--- config.mk ---
export PLATFORM = sky130hd
export DESIGN_NAME = lsrc_top
export DESIGN_NICKNAME = d
export VERILOG_FILES = /design/src/logic/lsrc_pkg.sv /design/src/logic/lsrc_top.sv /design/src/logic/lsrc_channel.sv
export SDC_FILE = /design/constraint.sdc
export NUM_CORES = 1
export LEC_CHECK = 0
export BUFFER_PORTS_ARGS = -buffer_cell sky130_fd_sc_hd__buf_4
export CELL_PAD_IN_SITES_DETAIL_PLACEMENT = 1
export CELL_PAD_IN_SITES_GLOBAL_PLACEMENT = 1
export CORE_ASPECT_RATIO = 0.6
export CORE_UTILIZATION = 25
export CTS_BUF_LIST = sky130_fd_sc_hd__clkbuf_4 sky130_fd_sc_hd__clkbuf_8
export DETAILED_ROUTE_END_ITERATION = 10
export PLACE_DENSITY = 0.57
export SLEW_MARGIN = 20
export SYNTH_ARGS = -nofsm -noshare
export SYNTH_HDL_FRONTEND = slang
export SYNTH_SLANG_ARGS = --single-unit
--- constraint.sdc ---
create_clock -name mclk -period 3.1 [get_ports mclk]
set_input_delay 0.62 -clock mclk [delete_from_list [all_inputs] [get_ports mclk]]
set_output_delay 0.62 -clock mclk [all_outputs]
set_load 0.005 [all_outputs]
--- src/logic/lsrc_pkg.sv ---
// constants and types for the load switch / regulator configuration block
package lsrc_pkg;
	localparam logic [7:0] LSRC_ADDR_SW1       = 8'h14;
	localparam logic [7:0] LSRC_ADDR_SW2       = 8'h15;
	localparam logic [7:0] LSRC_ADDR_ENABLE    = 8'h16;
	localparam int         LSRC_FSEL_BIT       = 5;
	localparam int         LSRC_CODE_W         = 5;
	localparam int         LSRC_EN_SW1_BIT     = 6;
	localparam int         LSRC_EN_SW2_BIT     = 5;
	localparam logic [7:0] LSRC_CFG_MASK       = 8'h3f;
	// reset images per factory variant, index 0 is the first variant
	localparam logic [7:0] LSRC_SW1_RST_V0     = 8'h06;
	localparam logic [7:0] LSRC_SW1_RST_V1     = 8'h3f;
	localparam logic [7:0] LSRC_SW1_RST_V23    = 8'h26;
	localparam logic [7:0] LSRC_SW2_RST_V0     = 8'h15;
	localparam logic [7:0] LSRC_SW2_RST_V123   = 8'h3f;
	localparam logic [7:0] LSRC_ENABLE_RST     = 8'h00;
	// output level in units of 10 mV for each regulator code
	localparam logic [9:0] LSRC_MV10_LO [16] = '{
		10'd150, 10'd155, 10'd160, 10'd165, 10'd170, 10'd175, 10'd180,
		10'd185, 10'd190, 10'd200, 10'd210, 10'd220, 10'd230, 10'd240,
		10'd245, 10'd250};
	localparam logic [9:0] LSRC_MV10_HI_BASE   = 10'd255;
	localparam logic [9:0] LSRC_MV10_HI_STEP   = 10'd5;
	typedef enum logic [1:0] {
		LSRC_MODE_OFF,
		LSRC_MODE_SWITCH,
		LSRC_MODE_REGULATOR
	} lsrc_mode_t;
endpackage

--- src/logic/lsrc_top.sv ---
// register bank for two load switch / regulator channels
// Summary of operation
// RULE_01: config bit 5 of switch one picks load switch (0) or regulator three (1).
// RULE_02: switch one function bit resets to 0 on variant 0, else 1.
// RULE_03: five-bit code maps 1.50-2.50 V irregularly, then 2.55-3.30 V by 0.05 V.
// RULE_04: config bit 5 of switch two picks load switch (0) or regulator four (1).
// RULE_05: switch two function bit resets to 0 on variant 0, else 1.
// RULE_06: regulator four code acts only while its function bit is 1, same map.
// RULE_07: switch two config at 0x15 accepts writes only once unlocked.
// RULE_08: switch one config at 0x14 accepts writes only once unlocked.
// RULE_09: a channel is on only with its enable bit set and power enable high.
// RULE_10: bits 7 and 6 of both configs stay zero whatever is written.
`timescale 1ns/1ps
module lsrc_top
	import lsrc_pkg::*;
#(
	parameter int VARIANT = 0
)(
	// clock and reset
	input  wire logic             mclk,
	input  wire logic             resetn,
	// register port
	input  wire logic [7:0]       reg_addr,
	input  wire logic [7:0]       reg_wdata,
	input  wire logic             reg_wr,
	input  wire logic             reg_rd,
	input  wire logic             unlocked,
	output logic      [7:0]       reg_rdata,
	output logic                  reg_wr_ack,
	// power path
	input  wire logic             power_enable_pin,
	output lsrc_mode_t            load_switch_one_mode,
	output logic      [9:0]       regulator3_level,
	output lsrc_mode_t            load_switch_two_mode,
	output logic      [9:0]       regulator4_level
);
	// RULE_02 variant reset
	localparam logic [7:0] SW1_RST = (VARIANT == 0) ? LSRC_SW1_RST_V0 :
		(VARIANT == 1) ? LSRC_SW1_RST_V1 : LSRC_SW1_RST_V23;
	// RULE_05 variant reset
	localparam logic [7:0] SW2_RST = (VARIANT == 0) ? LSRC_SW2_RST_V0 :
		LSRC_SW2_RST_V123;

	logic [7:0] load_switch1_config_q, load_switch1_config_d;
	logic [7:0] load_switch2_config_q, load_switch2_config_d;
	logic [7:0] enable_q, enable_d;
	logic [7:0] rdata_d;
	logic       ack_d;

	always_comb begin
		load_switch1_config_d = load_switch1_config_q;
		load_switch2_config_d = load_switch2_config_q;
		enable_d = enable_q;
		ack_d = 1'b0;
		rdata_d = reg_rdata;
		if (reg_wr && unlocked) begin
			case (reg_addr)
				// RULE_08 protected write
				LSRC_ADDR_SW1: begin
					// RULE_10 unused bits zero
					load_switch1_config_d = reg_wdata & LSRC_CFG_MASK;
					ack_d = 1'b1;
				end
				// RULE_07 protected write
				LSRC_ADDR_SW2: begin
					load_switch2_config_d = reg_wdata & LSRC_CFG_MASK;
					ack_d = 1'b1;
				end
				LSRC_ADDR_ENABLE: begin
					enable_d = reg_wdata;
					ack_d = 1'b1;
				end
				default: ack_d = 1'b0;
			endcase
		end
		if (reg_rd) begin
			case (reg_addr)
				LSRC_ADDR_SW1:    rdata_d = load_switch1_config_q;
				LSRC_ADDR_SW2:    rdata_d = load_switch2_config_q;
				LSRC_ADDR_ENABLE: rdata_d = enable_q;
				default:          rdata_d = 8'h00;
			endcase
		end
	end

	always_ff @(posedge mclk) begin
		if (!resetn) begin
			load_switch1_config_q <= SW1_RST;
			load_switch2_config_q <= SW2_RST;
			enable_q <= LSRC_ENABLE_RST;
			reg_rdata <= 8'h00;
			reg_wr_ack <= 1'b0;
		end else begin
			load_switch1_config_q <= load_switch1_config_d;
			load_switch2_config_q <= load_switch2_config_d;
			enable_q <= enable_d;
			reg_rdata <= rdata_d;
			reg_wr_ack <= ack_d;
		end
	end

	// per-channel configuration, enable and results
	logic       [7:0] ch_cfg   [2];
	logic             ch_en    [2];
	lsrc_mode_t       ch_mode  [2];
	logic       [9:0] ch_level [2];

	assign ch_cfg[0] = load_switch1_config_q;
	assign ch_cfg[1] = load_switch2_config_q;
	// RULE_09 enable bit select
	assign ch_en[0]  = enable_q[LSRC_EN_SW1_BIT];
	assign ch_en[1]  = enable_q[LSRC_EN_SW2_BIT];

	// RULE_01 switch one decode
	// RULE_04 switch two decode
	for (genvar i = 0; i < 2; i++) begin : g_ch
		lsrc_channel u_ch (
			.mclk             (mclk),
			.resetn           (resetn),
			.cfg              (ch_cfg[i]),
			.en_bit           (ch_en[i]),
			.power_enable_pin (power_enable_pin),
			.mode_q           (ch_mode[i]),
			.level_q          (ch_level[i])
		);
	end

	// outputs straight from channel flops
	assign load_switch_one_mode = ch_mode[0];
	assign regulator3_level     = ch_level[0];
	assign load_switch_two_mode = ch_mode[1];
	assign regulator4_level     = ch_level[1];
endmodule

--- src/logic/lsrc_channel.sv ---
// one power-path channel: mode decode and level lookup
`timescale 1ns/1ps
module lsrc_channel
	import lsrc_pkg::*;
(
	// clock and reset
	input  wire logic                   mclk,
	input  wire logic                   resetn,
	// configuration
	input  wire logic [7:0]             cfg,
	input  wire logic                   en_bit,
	input  wire logic                   power_enable_pin,
	// channel state
	output lsrc_mode_t                  mode_q,
	output logic       [9:0]            level_q
);
	lsrc_mode_t mode_d;
	logic [9:0] level_d;
	logic [LSRC_CODE_W-1:0] code;

	always_comb begin
		code = cfg[LSRC_CODE_W-1:0];
		mode_d = LSRC_MODE_OFF;
		level_d = 10'd0;
		// RULE_09 enable and pin
		if (en_bit && power_enable_pin) begin
			// RULE_06 code only as regulator
			if (cfg[LSRC_FSEL_BIT]) begin
				mode_d = LSRC_MODE_REGULATOR;
				// RULE_03 level lookup
				if (code[4])
					level_d = LSRC_MV10_HI_BASE +
						LSRC_MV10_HI_STEP * {6'd0, code[3:0]};
				else
					level_d = LSRC_MV10_LO[code[3:0]];
			end else begin
				mode_d = LSRC_MODE_SWITCH;
			end
		end
	end

	always_ff @(posedge mclk) begin
		if (!resetn) begin
			mode_q <= LSRC_MODE_OFF;
			level_q <= 10'd0;
		end else begin
			mode_q <= mode_d;
			level_q <= level_d;
		end
	end
endmodule

==> results.md, run 1 <==
- The run finished with clean final reports.
- The die area is 13100 um^2.
- The number of inserted diodes is 0.
- The worst-path cell with the longest stage delay is sky130_fd_sc_hd__fa_1.
- The top achievable clock speed is 0.376 GHz.
- The worst path required time is around 3.3 ns.
- In the synthesized netlist the async set-or-reset flop fraction comes to 0%.
- The clock latency at the later pin of the worst-skew pair is a little over 0.3 ns.
- Leaving out fill and tap cells, the most frequent cells in the layout are 55 x sky130_fd_sc_hd__buf_4, 51 x sky130_fd_sc_hd__dfxtp_1, 32 x sky130_fd_sc_hd__ha_1.
- The number of resized instances in the post-cts repair step is 0.
- The worst setup timing slack at the placement stage is between 0.4 and 0.5 ns.
- The deepest level of the CTS H-tree is 2.
- Clock-pin slew was measured on the worst setup and hold paths at between 0.1 and 0.15 ns.
- The post-DP HPWL is roughly 6500 um.
- The average wire per cell in the routed design is 15.3 um.
- After global routing the overflow that remains totals 0.
- In this run the static leakage power is 1.83 nW.
- The total global routing track utilization is a little over an eighth.
- The worst reg-to-reg path cell count is 7.
- The total negative slack is 0 ns.
- The worst-margin pin slew is 0.751 ns.
- The start point of the worst min-delay path is reg_rdata[3].
- The via count of the first global-routing pass came to 2601.
- The biggest cell delay along the critical path is 0.52 ns.
- Setup violations remaining at the end of the flow were counted as 0.
- The number of flip-flops and latches in the synthesized netlist is 51.
- The largest clock skew in the final design is approximately 0.0079 ns.
- Of all nets on the critical path, the largest fanout is 9.
- The port buffer count is 52.
- The largest net degree at the start of global routing is 29.
- The residual antenna-violating net count after detailed routing is 0.
- The net total in the final layout is 447.
- For this design, the CTS-stage hold fixing added 0 buffers.
- The average instance area after synthesis is 9.18 um^2.
- The total power per unit cell area is 303 nW/um^2.
- After detailed routing, the number of vias per cell comes to 4.59.
- The worst hold path passes through 2 cells.
- The number of antenna violations at the first check in global routing was 0.
- Setup repair after global routing left no endpoint under its margin.
- The number of endpoints with negative hold slack in the final report is 0.
- The cell count after synthesis is 344.
- The final max-slew violation count is 0.
- Buffers inserted during clock tree synthesis total 5.
- The I/O pin count is 55.
- Detailed routing inserted a total of about 2500 vias.
- The worst setup path is of the reg2reg kind.
- The path with the worst hold slack has its endpoint at reg_rdata[3].
- Of the synthesized area, sequential elements account for between 30% and 40%.
- After clock tree synthesis, the setup repair step added 0 buffers.
- The area of the core region is 12200 um^2.
- The first global-routing pass estimated 13700 um of wire.
- The library cell used most frequently in the layout, excluding fill and tap cells, is sky130_fd_sc_hd__buf_4.
- The worst setup path is launched from a register.
- The worst reg2reg path endpoint is g_ch[1].u_ch.level_q[7].
- The netlist uses 47 different library cells.
- The share of cells above drive strength 1 is 19.2%.
- The remaining max-slew budget at the tightest pin is 49.9%.
- Compared with the post-synthesis result, the final layout area differs by 19.9%.
- The final weighted congestion in routability-driven placement is 0.754.
- The DRC violations left is 0.
- The clock tree root driver cell is sky130_fd_sc_hd__clkbuf_8.
- The class of the worst hold path is reg2reg.
- The effective utilization at floorplan is 25.9%.
- The worst register-to-register path has a setup slack of roughly 0.44 ns.
- The primary flip-flop cell chosen by synthesis mapping is sky130_fd_sc_hd__dfxtp_1.
- The cell row count is 31.
- The critical path data arrival time is 2.86 ns.
- VDD sags by at most roughly 0.00011 V.
- TritonCTS built the clock tree.
- The overall die height is 89.1 um.
- The time the final worst path needs with I/O delays and setup is 2.66 ns.
- The worst setup path is captured at a register.
- The mapped cell area is around 3200 um^2.
- The count of routing violations after the opening detailed-route iteration is 128.
- During synthesis, Yosys emitted a total of 0 warnings.
- In this run the critical register-to-register path is launched from load_switch2_config_q[1].
- The die is 147 um wide.
- The final critical path takes up between 80 and 90% of the cycle.
- Walking the worst path, the cells encountered are inv_1 > fa_1 > ha_1 > nor2b_1 > o31ai_1 > nor4b_1 > nor3_1.
- The clock passes through at most 2 buffers.
- The total wirelength of the detailed-routed design is around 8500 um.
- Counting flops with a built-in enable in the synthesized netlist gives 0.
- The iteration count of the initial detailed-routing pass is 4.
- The tool flagged a number of max-cap violations equal to 0.
- The tree built by TritonCTS fans out to 51 sinks.
- The setup slack of the critical path after layout is 0.440 ns.
[layout make-up]
| class | count | area, um^2 |
|---|---|---|
| clock buffer | 6 | 82.6 |
| clock inverter | 2 | 16.3 |
| fill | 1450 | 8390 |
| inverter | 24 | 90.1 |
| multi-input combinational | 252 | 1960 |
| sequential | 51 | 1020 |
| tap | 165 | 206 |
| timing repair buffer | 55 | 413 |
[stage by stage]
step	utilization (%)	cell area (um^2)	power (W)	hold slack, ns	std cells
2_1_floorplan	-	3160	0.000704	0.435	345
3_3_place_gp	30.3	3690	0.000734	0.451	547
3_5_place_dp	30.3	3690	0.000734	0.459	547
4_1_cts	31.1	3790	0.00117	0.487	555
5_1_grt	31.1	3790	0.00121	0.521	555
6_report	31.1	3790	0.00115	0.479	555
[Yosys cell counts, drive strengths merged (5+ instances only)]
master | count | area share (%)
nand4 | 6 | 3.0
a21oi | 18 | 2.9
mux2i | 30 | 9.5
nand2 | 29 | 3.4
o21a | 6 | 1.4
nor2 | 17 | 2.1
ha | 32 | 13
nor2b | 23 | 4.6
inv | 24 | 2.9
clkbuf | 5 | 0.63
o21ai | 7 | 1.1
dfxtp | 51 | 32
nand3 | 10 | 1.6
buf | 13 | 2.3
nor3 | 6 | 0.95
a211oi | 10 | 2.4
[layer usage]
| layer | vias up | track usage (%) | routed length (um) |
|---|---|---|---|
| met4 | 0 | 2.25 | 19 |
| met5 | - | 0 | 0 |
| met1 | 1204 | 20.0 | 4830 |
| li1 | 1296 | - | - |
| met3 | 3 | 3.06 | 372 |
| met2 | 43 | 19.3 | 3270 |
[worst max-delay path, delay by kind of cell (launching register included)]
kind / cells / cell delay, ns
adders and majority gates: 2 / 0.88
buffers and inverters: 1 / 0.25
AOI/OAI and AO/OA: 1 / 0.39
DFF: 1 / 0.48
and+or+nand+nor: 3 / 0.55
[where the power goes]
| group | internal, W | switching, W |
|---|---|---|
| combinational | 0.0000296 | 0.0000330 |
| clock | 0.000183 | 0.000247 |
| sequential | 0.000655 | 0.000000399 |
[sequential cells by signal, summed over array words and instances, names as in the netlist]
signal                 cells
enable_q                   8
g_ch.u_ch.level_q         18
g_ch.u_ch.mode_q           4
load_switch1_config_q      6
load_switch2_config_q      6
reg_rdata                  8
reg_wr_ack                 1
[how the worst max path moves through the flow]
stage / from / to / slack (ns) / cells after the start
floorplan: load_switch2_config_q[1] / g_ch[1].u_ch.level_q[7] / 0.83 / 7
global placement: load_switch2_config_q[1] / g_ch[1].u_ch.level_q[7] / 0.62 / 7
detailed placement: load_switch2_config_q[1] / g_ch[1].u_ch.level_q[7] / 0.46 / 7
CTS: load_switch2_config_q[1] / g_ch[1].u_ch.level_q[7] / 0.43 / 7
global route: load_switch2_config_q[1] / g_ch[1].u_ch.level_q[7] / 0.22 / 7
finish: load_switch2_config_q[1] / g_ch[1].u_ch.level_q[7] / 0.44 / 7
[cells by family (layout without fill, tap and decap cells)]
logic type	count (synthesis)	after routing	synth area share (%)
XOR/XNOR	4	4	1.11
flip-flops	51	51	32.3
multiplexers	34	34	10.9
other	1	2	0.119
adder cells (fa/ha/maj)	36	36	15.2
AND/OR/NAND/NOR	108	108	19.9
buffers and inverters	42	87	5.78
AO/OA/AOI/OAI	68	68	14.7
(Power assumes the default switching activity.)
==> inputs of run 2 (changes only) <==
CORE_UTILIZATION = 40   (was 25)
PLACE_DENSITY = 0.81   (was 0.57)
==> run 2 against run 1 <==
  * Register-to-register slack hardly changed
  * Setup slack got worse by 0.0011 ns
  * Via count increased by 3.3%
  * Final cell count is 11% lower
  * Fmax is essentially flat
  * Global-route usage is 8.0 points higher
  * Non-clock buffer count did not move
  * Sequential power about the same
  * Clock power fell by 2%
  * Clock skew is 0.0020 ns lower
  * Sequential share of layout area is 0.55 points higher
  * Critical path type unchanged
  * Critical endpoint unchanged
  * Largest cell class unchanged
  * Largest power group unchanged
==> results.md, run 2 (same netlist as run 1, synthesis figures left out) <==
- The iteration count of the initial detailed-routing pass is 4 (unchanged).
- Counting flops per register, the top entry is g_ch.u_ch.level_q.
- The static power due to leakage is 1.83 nW (unchanged).
- The number of antenna violations at the first check in global routing is 0 (unchanged).
- The DRC violations left is 0 (unchanged).
- The number of buffers added to fix hold violations after cts is 0 (unchanged).
- The time the final worst path needs with I/O delays and setup was 2.66 ns (+0.00111 ns).
- The total internal power came to 0.000867 W (about the same).
- The largest clock skew in the final design is 0.00598 ns (-0.00196 ns).
- The max-capacitance violation count is 0 (unchanged).
- The clock transition time at the flip-flop clock pins of the worst setup and hold paths is 0.10 ns (about the same).
- The remaining max-slew budget at the tightest pin is 49.5% (-0.40 points).
- The class of the worst hold path is reg2reg.
- The die area came to 8270 um^2 (-37%).
- The average wire per cell in the routed design is 16.9 um (+10%).
- The total negative slack is 0 ns (unchanged).
- The port buffer count came to 52 (unchanged).
- The first-pass GRT wire length is 13500 um (-1.8%).
- The mean number of vias per cell is 5.33 (+16%).
- The critical path data arrival time is 2.86 ns (about the same).
- The maximum resistive drop on vdd is 0.000177 V (+55%).
- The part of the power in the clock network is 37.0% (-0.5 points).
- The total wirelength of the detailed-routed design is 8330 um (-1.9%).
- The post-DP HPWL is 6460 um (-0.96%).
- The final weighted congestion in routability-driven placement is 0.841 (+12%).
- The share of cells above drive strength 1 is 19.2% (unchanged).
- The post-synthesis to final-layout area growth is 17.5%.
- The clock latency at the later pin of the worst-skew pair is 0.31 ns (about the same).
- The I/O pin count came to 55 (unchanged).
- The type of the worst setup path is reg2reg.
- The library cells used most frequently in the layout, excluding fill and tap cells, are 55 x sky130_fd_sc_hd__buf_4, 51 x sky130_fd_sc_hd__dfxtp_1, 32 x sky130_fd_sc_hd__ha_1.
- The number of endpoints with negative hold slack in the final report is 0 (unchanged).
- The cell row count is 24 (-23%).
- The worst-margin pin slew came to 0.757 ns (+0.00594 ns).
- The largest net degree at the start of global routing came to 29 (unchanged).
- The via count is 2631 (+3.3%).
- The flow ran to the end, and the final reports show no timing, DRC or antenna violations.
- The maximum fanout along the worst path is 9 (unchanged).
- The commonest non-fill, non-tap cell in the layout is sky130_fd_sc_hd__buf_4.
- The number of buffers on the longest clock path is 2 (unchanged).
- The worst path required time is 3.30 ns (about the same).
- The root buffer cell chosen for the clock tree is sky130_fd_sc_hd__clkbuf_8.
- The top achievable clock speed is 0.376 GHz (about the same).
- The part of the power in combinational logic is 5.4% (about the same).
- The total of endpoints with negative setup slack in the final report came to 0 (unchanged).
- The fill cell instance count of the final layout is 902 (-38%).
- The residual antenna-violating net count after detailed routing is 0 (unchanged).
- The horizontal extent of the die came to 117 um (-21%).
- The effective utilization at floorplan is 42.4% (+16 points).
- The overall die height came to 70.8 um (-20%).
- The buffer count from post-CTS setup fixing came to 0 (unchanged).
- The fraction of power consumed by sequential logic is 57.6% (+0.5 points).
- The count of routing violations after the opening detailed-route iteration came to 103 (-20%).
- The fraction of the cycle the final worst path needs came to 85.9% (about the same).
- The net switching component of the power is 0.000270 W (-3.7%).
- The via count of the first global-routing pass is 2641 (+1.5%).
- The final max-slew violation count is 0 (unchanged).
- The largest registers in the layout are g_ch.u_ch.level_q (18), enable_q (8), reg_rdata (8).
- The sum of overflow across all layers after global routing came to 0 (unchanged).
- The area taken by multi-input logic gates is 1960 um^2 (unchanged).
- The area of the core region came to 7450 um^2 (-39%).
- The final standard cell utilization of the core is 49.8% (+19 points).
- The total global routing track utilization was 21.3% (+8.0 points).
- The net total in the final layout came to 447 (unchanged).
- The deepest level of the CTS H-tree is 2 (unchanged).
- The worst setup path is launched from a register.
- Setup repair after global routing left no endpoint under its margin.
- The number of clock sinks seen by CTS is 51 (unchanged).
- The number of inserted diodes was 0 (unchanged).
- The number of resized instances in the post-cts repair step came to 0 (unchanged).
- The number of CTS-inserted buffers came to 5 (unchanged).
- TritonCTS built the clock tree.
- The switching power as a share of total power is 23.7% (-0.68 points).
- The total power per unit cell area is 306 nW/um^2 (+1.1%).
- The number of flip-flops in the largest register was 18 (unchanged).
- STA classifies the critical path endpoint as a register.
- The sequential cell area is 1020 um^2 (unchanged).
run 2: cell counts in the layout (fill, tap and decap cells not counted):
Identical to the previous run, type by type.
run 2: final timing paths:
| kind | cells past startpoint | end | from | slack (ns) |
|---|---|---|---|---|
| setup / recovery | 7 | g_ch[1].u_ch.level_q[7] | load_switch2_config_q[1] | 0.44 |
| setup reg to reg | 7 | g_ch[1].u_ch.level_q[7] | load_switch2_config_q[1] | 0.44 |
| hold reg to reg | 2 | reg_rdata[4] | reg_rdata[4] | 0.48 |
| hold / removal | 2 | reg_rdata[4] | reg_rdata[4] | 0.48 |
run 2: per-layer routing:
metal	vias to the layer above	track usage (%)	part of all wire, %
met5	-	0	0
met4	0	4.78	0.86
met3	7	3.68	4.8
met2	68	32.0	40
met1	1260	31.7	54
li1	1296	-	-
run 2: cell type report:
cell class / instances / area share, %
inverter: 24 / 2.43
timing repair buffer: 55 / 11.1
tap: 104 / 3.51
sequential: 51 / 27.5
clock buffer: 6 / 2.22
multi-input combinational: 252 / 52.8
clock inverter: 2 / 0.438
run 2: power groups by stage:
stage          Clock, W  Combinational (W)  Sequential (W)
3_3_place_gp          0          0.0000607        0.000670
5_1_grt        0.000457          0.0000665        0.000656
2_1_floorplan         0          0.0000332        0.000670
6_report       0.000420          0.0000617        0.000655
4_1_cts        0.000432          0.0000617        0.000655
3_5_place_dp          0          0.0000612        0.000671
run 2: metrics by stage:
step	cells	hold slack [ns]	setup slack [ns]	total power [W]	cell area [um^2]
after floorplan	345	0.435	0.832	0.000704	3160
after global placement	486	0.452	0.673	0.000731	3610
after detailed placement	486	0.465	0.510	0.000732	3610
after CTS	494	0.488	0.487	0.00115	3710
after global routing	494	0.499	0.225	0.00118	3710
final	494	0.479	0.439	0.00114	3710
run 2: critical path, stage by stage (launching register included):
cell,delay (ns)
sky130_fd_sc_hd__dfxtp_1,0.48
sky130_fd_sc_hd__inv_1,0.25
sky130_fd_sc_hd__fa_1,0.52
sky130_fd_sc_hd__ha_1,0.36
sky130_fd_sc_hd__nor2b_1,0.17
sky130_fd_sc_hd__o31ai_1,0.38
sky130_fd_sc_hd__nor4b_1,0.31
sky130_fd_sc_hd__nor3_1,0.08
==> inputs of run 3 (changes only) <==
CTS_BUF_LIST = sky130_fd_sc_hd__clkbuf_4   (was sky130_fd_sc_hd__clkbuf_4 sky130_fd_sc_hd__clkbuf_8)
==> run 3 against run 2 <==
  * Flip-flop and latch count unchanged
  * Clock-buffer cell count down 1
  * Final cell count unchanged
  * Register-to-register slack worse by 0.02 ns
  * Core utilization decreased by 0.55 points
  * Power down 9.1%
  * Die area unchanged
  * Via count decreased by 0.84%
  * Design area down 1.1%
  * Critical path depth unchanged
  * Critical path type unchanged
  * Highest routed layer unchanged
==> results.md, run 3 (same netlist as run 1, synthesis figures left out) <==
- The flow ran to the end, and the final reports show no timing, DRC or antenna violations.
- The detailed-route wire length on metal 1 came to 4500 um (-0.29%).
- The I/O pin count is 55 (unchanged).
- TritonCTS built the clock tree.
- The worst-case register-to-register setup slack is 0.42 ns (-0.02 ns).
- The horizontal extent of the die is 117 um (unchanged).
- The buffer count from post-CTS setup fixing came to 0 (unchanged).
- The cell row count is 24 (unchanged).
- The worst path required time is 3.38 ns (+0.08 ns).
- The first-pass GRT wire length was 13500 um (-0.20%).
- The total power consumption of the routed design was 0.00103 W (-9.1%).
- The maximum resistive drop on vdd is 0.000147 V (-17%).
- The area taken by multi-input logic gates is 1960 um^2 (unchanged).
- The critical path data arrival time is 2.95 ns (+0.09 ns).
- The final standard cell utilization of the core is 49.3% (-0.55 points).
- The max-capacitance violation count is 0 (unchanged).
- The number of cells in the finished layout apart from fillers came to 494 (unchanged).
- The number of CTS-inserted buffers was 5 (unchanged).
- The total global routing track utilization is 21.3% (about the same).
- The residual antenna-violating net count after detailed routing came to 0 (unchanged).
- The share of cells above drive strength 1 is 19.0% (-0.26 points).
- The port buffer count is 52 (unchanged).
- Walking the worst path, the cells encountered are inv_1 > fa_1 > ha_1 > nor2b_1 > o31ai_1 > nor4b_1 > nor3_1.
- STA classifies the critical path startpoint as a register.
- The uppermost layer routed is met4.
- The capture endpoint of the worst hold path is load_switch1_config_q[2].
- The worst-path cell with the longest stage delay is sky130_fd_sc_hd__fa_1.
- The number of antenna violations at the first check in global routing came to 0 (unchanged).
- The iteration count of the initial detailed-routing pass is 4 (unchanged).
- The top achievable clock speed is 0.373 GHz (-0.62%).
- The worst hold path begins at reg_wdata[2].
- The mean number of vias per cell is 5.28 (-0.84%).
- The total wirelength of the detailed-routed design is 8340 um (about the same).
- The sum of overflow across all layers after global routing is 0 (unchanged).
- The total negative slack is 0 ns (unchanged).
- The static power due to leakage is 1.81 nW (-1.0%).
- The amount of wire on met2 after detailed routing came to 3350 um (+0.30%).
- The fraction of the cycle the final worst path needs is 86.4% (+0.53 points).
- The clock transition time at the flip-flop clock pins of the worst setup and hold paths came to 0.15 ns (+0.05 ns).
- The largest clock skew in the final design is 0.00741 ns (+0.00143 ns).
- The final max-slew violation count is 0 (unchanged).
- The startpoint identified for the worst register-to-register timing path is load_switch2_config_q[1].
- The number of endpoints with negative hold slack in the final report is 0 (unchanged).
- The hold path depth is 3 (+1).
- The clock latency at the later pin of the worst-skew pair is 0.38 ns (+0.07 ns).
- The remaining max-slew budget at the tightest pin is 50.9% (+1.4 points).
- The worst setup path is captured at a register.
- The time the final worst path needs with I/O delays and setup was 2.68 ns (+0.0165 ns).
- The deepest level of the CTS H-tree is 2 (unchanged).
- The effective utilization at floorplan is 42.4% (unchanged).
- The worst reg-to-reg path cell count is 7 (unchanged).
- The overall die height is 70.8 um (unchanged).
- The total power per unit cell area is 282 nW/um^2 (-8.0%).
- The worst reg2reg path endpoint is g_ch[1].u_ch.level_q[7].
- The worst-margin pin slew is 0.736 ns (-0.0214 ns).
- The number of buffers added to fix hold violations after cts came to 0 (unchanged).
- The library cells used most frequently in the layout, excluding fill and tap cells, are 55 x sky130_fd_sc_hd__buf_4, 51 x sky130_fd_sc_hd__dfxtp_1, 32 x sky130_fd_sc_hd__ha_1.
- The total of endpoints with negative setup slack in the final report was 0 (unchanged).
- The count of routing violations after the opening detailed-route iteration is 100 (-2.9%).
- The area of the core region was 7450 um^2 (unchanged).
- Setup repair after global routing left no endpoint under its margin.
- Leaving out fill and tap cells, the most frequent cell in the layout is sky130_fd_sc_hd__buf_4.
- The number of clock sinks seen by CTS is 51 (unchanged).
- The class of the worst hold path is in2reg.
- The post-DP HPWL came to 6460 um (unchanged).
- The fill cell instance count of the final layout is 902 (unchanged).
- The via count of the first global-routing pass is 2632 (-0.34%).
- The total length of routed met3 wires is 430 um (+8.3%).
- The largest registers in the layout are g_ch.u_ch.level_q (18), enable_q (8), reg_rdata (8).
- Compared with the post-synthesis result, the final layout area differs by 16.2%.
- The maximum fanout along the worst path is 9 (unchanged).
- The largest net degree at the start of global routing is 29 (unchanged).
- The number of buffers on the longest clock path is 2 (unchanged).
- The sequential cell area is 1020 um^2 (unchanged).
- The number of placed cells counting well taps is 486 (unchanged).
- The register with the highest flop count is g_ch.u_ch.level_q.
- The average wire per cell in the routed design was 16.9 um (about the same).
- The number of resized instances in the post-cts repair step is 0 (unchanged).
- The net total in the final layout is 447 (unchanged).
- The number of flip-flops in the largest register is 18 (unchanged).
- The biggest cell delay along the critical path is 0.52 ns (about the same).
- The final weighted congestion in routability-driven placement is 0.841 (unchanged).
- The type of the worst setup path is reg2reg.
- The clock tree root driver cell is sky130_fd_sc_hd__clkbuf_4.
- The die area came to 8270 um^2 (unchanged).
- The number of inserted diodes is 0 (unchanged).
- The DRC violations left is 0 (unchanged).
- The via count came to 2609 (-0.84%).
run 3: cell count changes in the layout (fill, tap and decap cells not counted):
cell	before	now
sky130_fd_sc_hd__clkbuf_8	6	0
sky130_fd_sc_hd__clkinv_1	0	1
sky130_fd_sc_hd__clkbuf_4	0	5
run 3: layout make-up:
type                       count  area share [%]
clock buffer                   5            1.02
timing repair buffer          55            11.2
multi-input combinational    252            53.4
sequential                    51            27.8
tap                          104            3.54
inverter                      24            2.45
clock inverter                 3           0.545
run 3: worst max-delay path, delay by kind of cell (launching register included):
family | cells | cell delay, ns
DFF | 1 | 0.50
and+or+nand+nor | 3 | 0.57
buffers and inverters | 1 | 0.26
adders and majority gates | 2 | 0.89
AOI/OAI and AO/OA | 1 | 0.38
run 3: through the flow:
| step | worst slack [ns] | hold slack, ns | area (um^2) |
|---|---|---|---|
| CTS | 0.477 | 0.461 | 3670 |
| floorplan | 0.832 | 0.435 | 3160 |
| finish | 0.422 | 0.474 | 3670 |
| detailed placement | 0.510 | 0.465 | 3610 |
| global route | 0.226 | 0.465 | 3670 |
| global placement | 0.673 | 0.452 | 3610 |
run 3: worst max-delay path by stage:
stage,from,endpoint,slack (ns),cells past startpoint
6_report,load_switch2_config_q[1],g_ch[1].u_ch.level_q[7],0.42,7
5_1_grt,load_switch2_config_q[1],g_ch[1].u_ch.level_q[7],0.23,7
4_1_cts,load_switch2_config_q[1],g_ch[1].u_ch.level_q[7],0.48,7
3_5_place_dp,load_switch2_config_q[1],g_ch[1].u_ch.level_q[7],0.51,7
3_3_place_gp,load_switch2_config_q[1],g_ch[1].u_ch.level_q[7],0.67,7
2_1_floorplan,load_switch2_config_q[1],g_ch[1].u_ch.level_q[7],0.83,7
run 3: per-layer routing:
layer	vias to the layer above	track usage, %
li1	1292	-
met5	-	0
met3	5	3.60
met1	1242	31.9
met2	70	32.1
met4	0	4.36
run 3: power by group:
part / switching [W] / internal [W] / total [W]
combinational: 0.0000321 / 0.0000296 / 0.0000617
clock: 0.000228 / 0.0000877 / 0.000316
sequential: 0.000000410 / 0.000656 / 0.000657
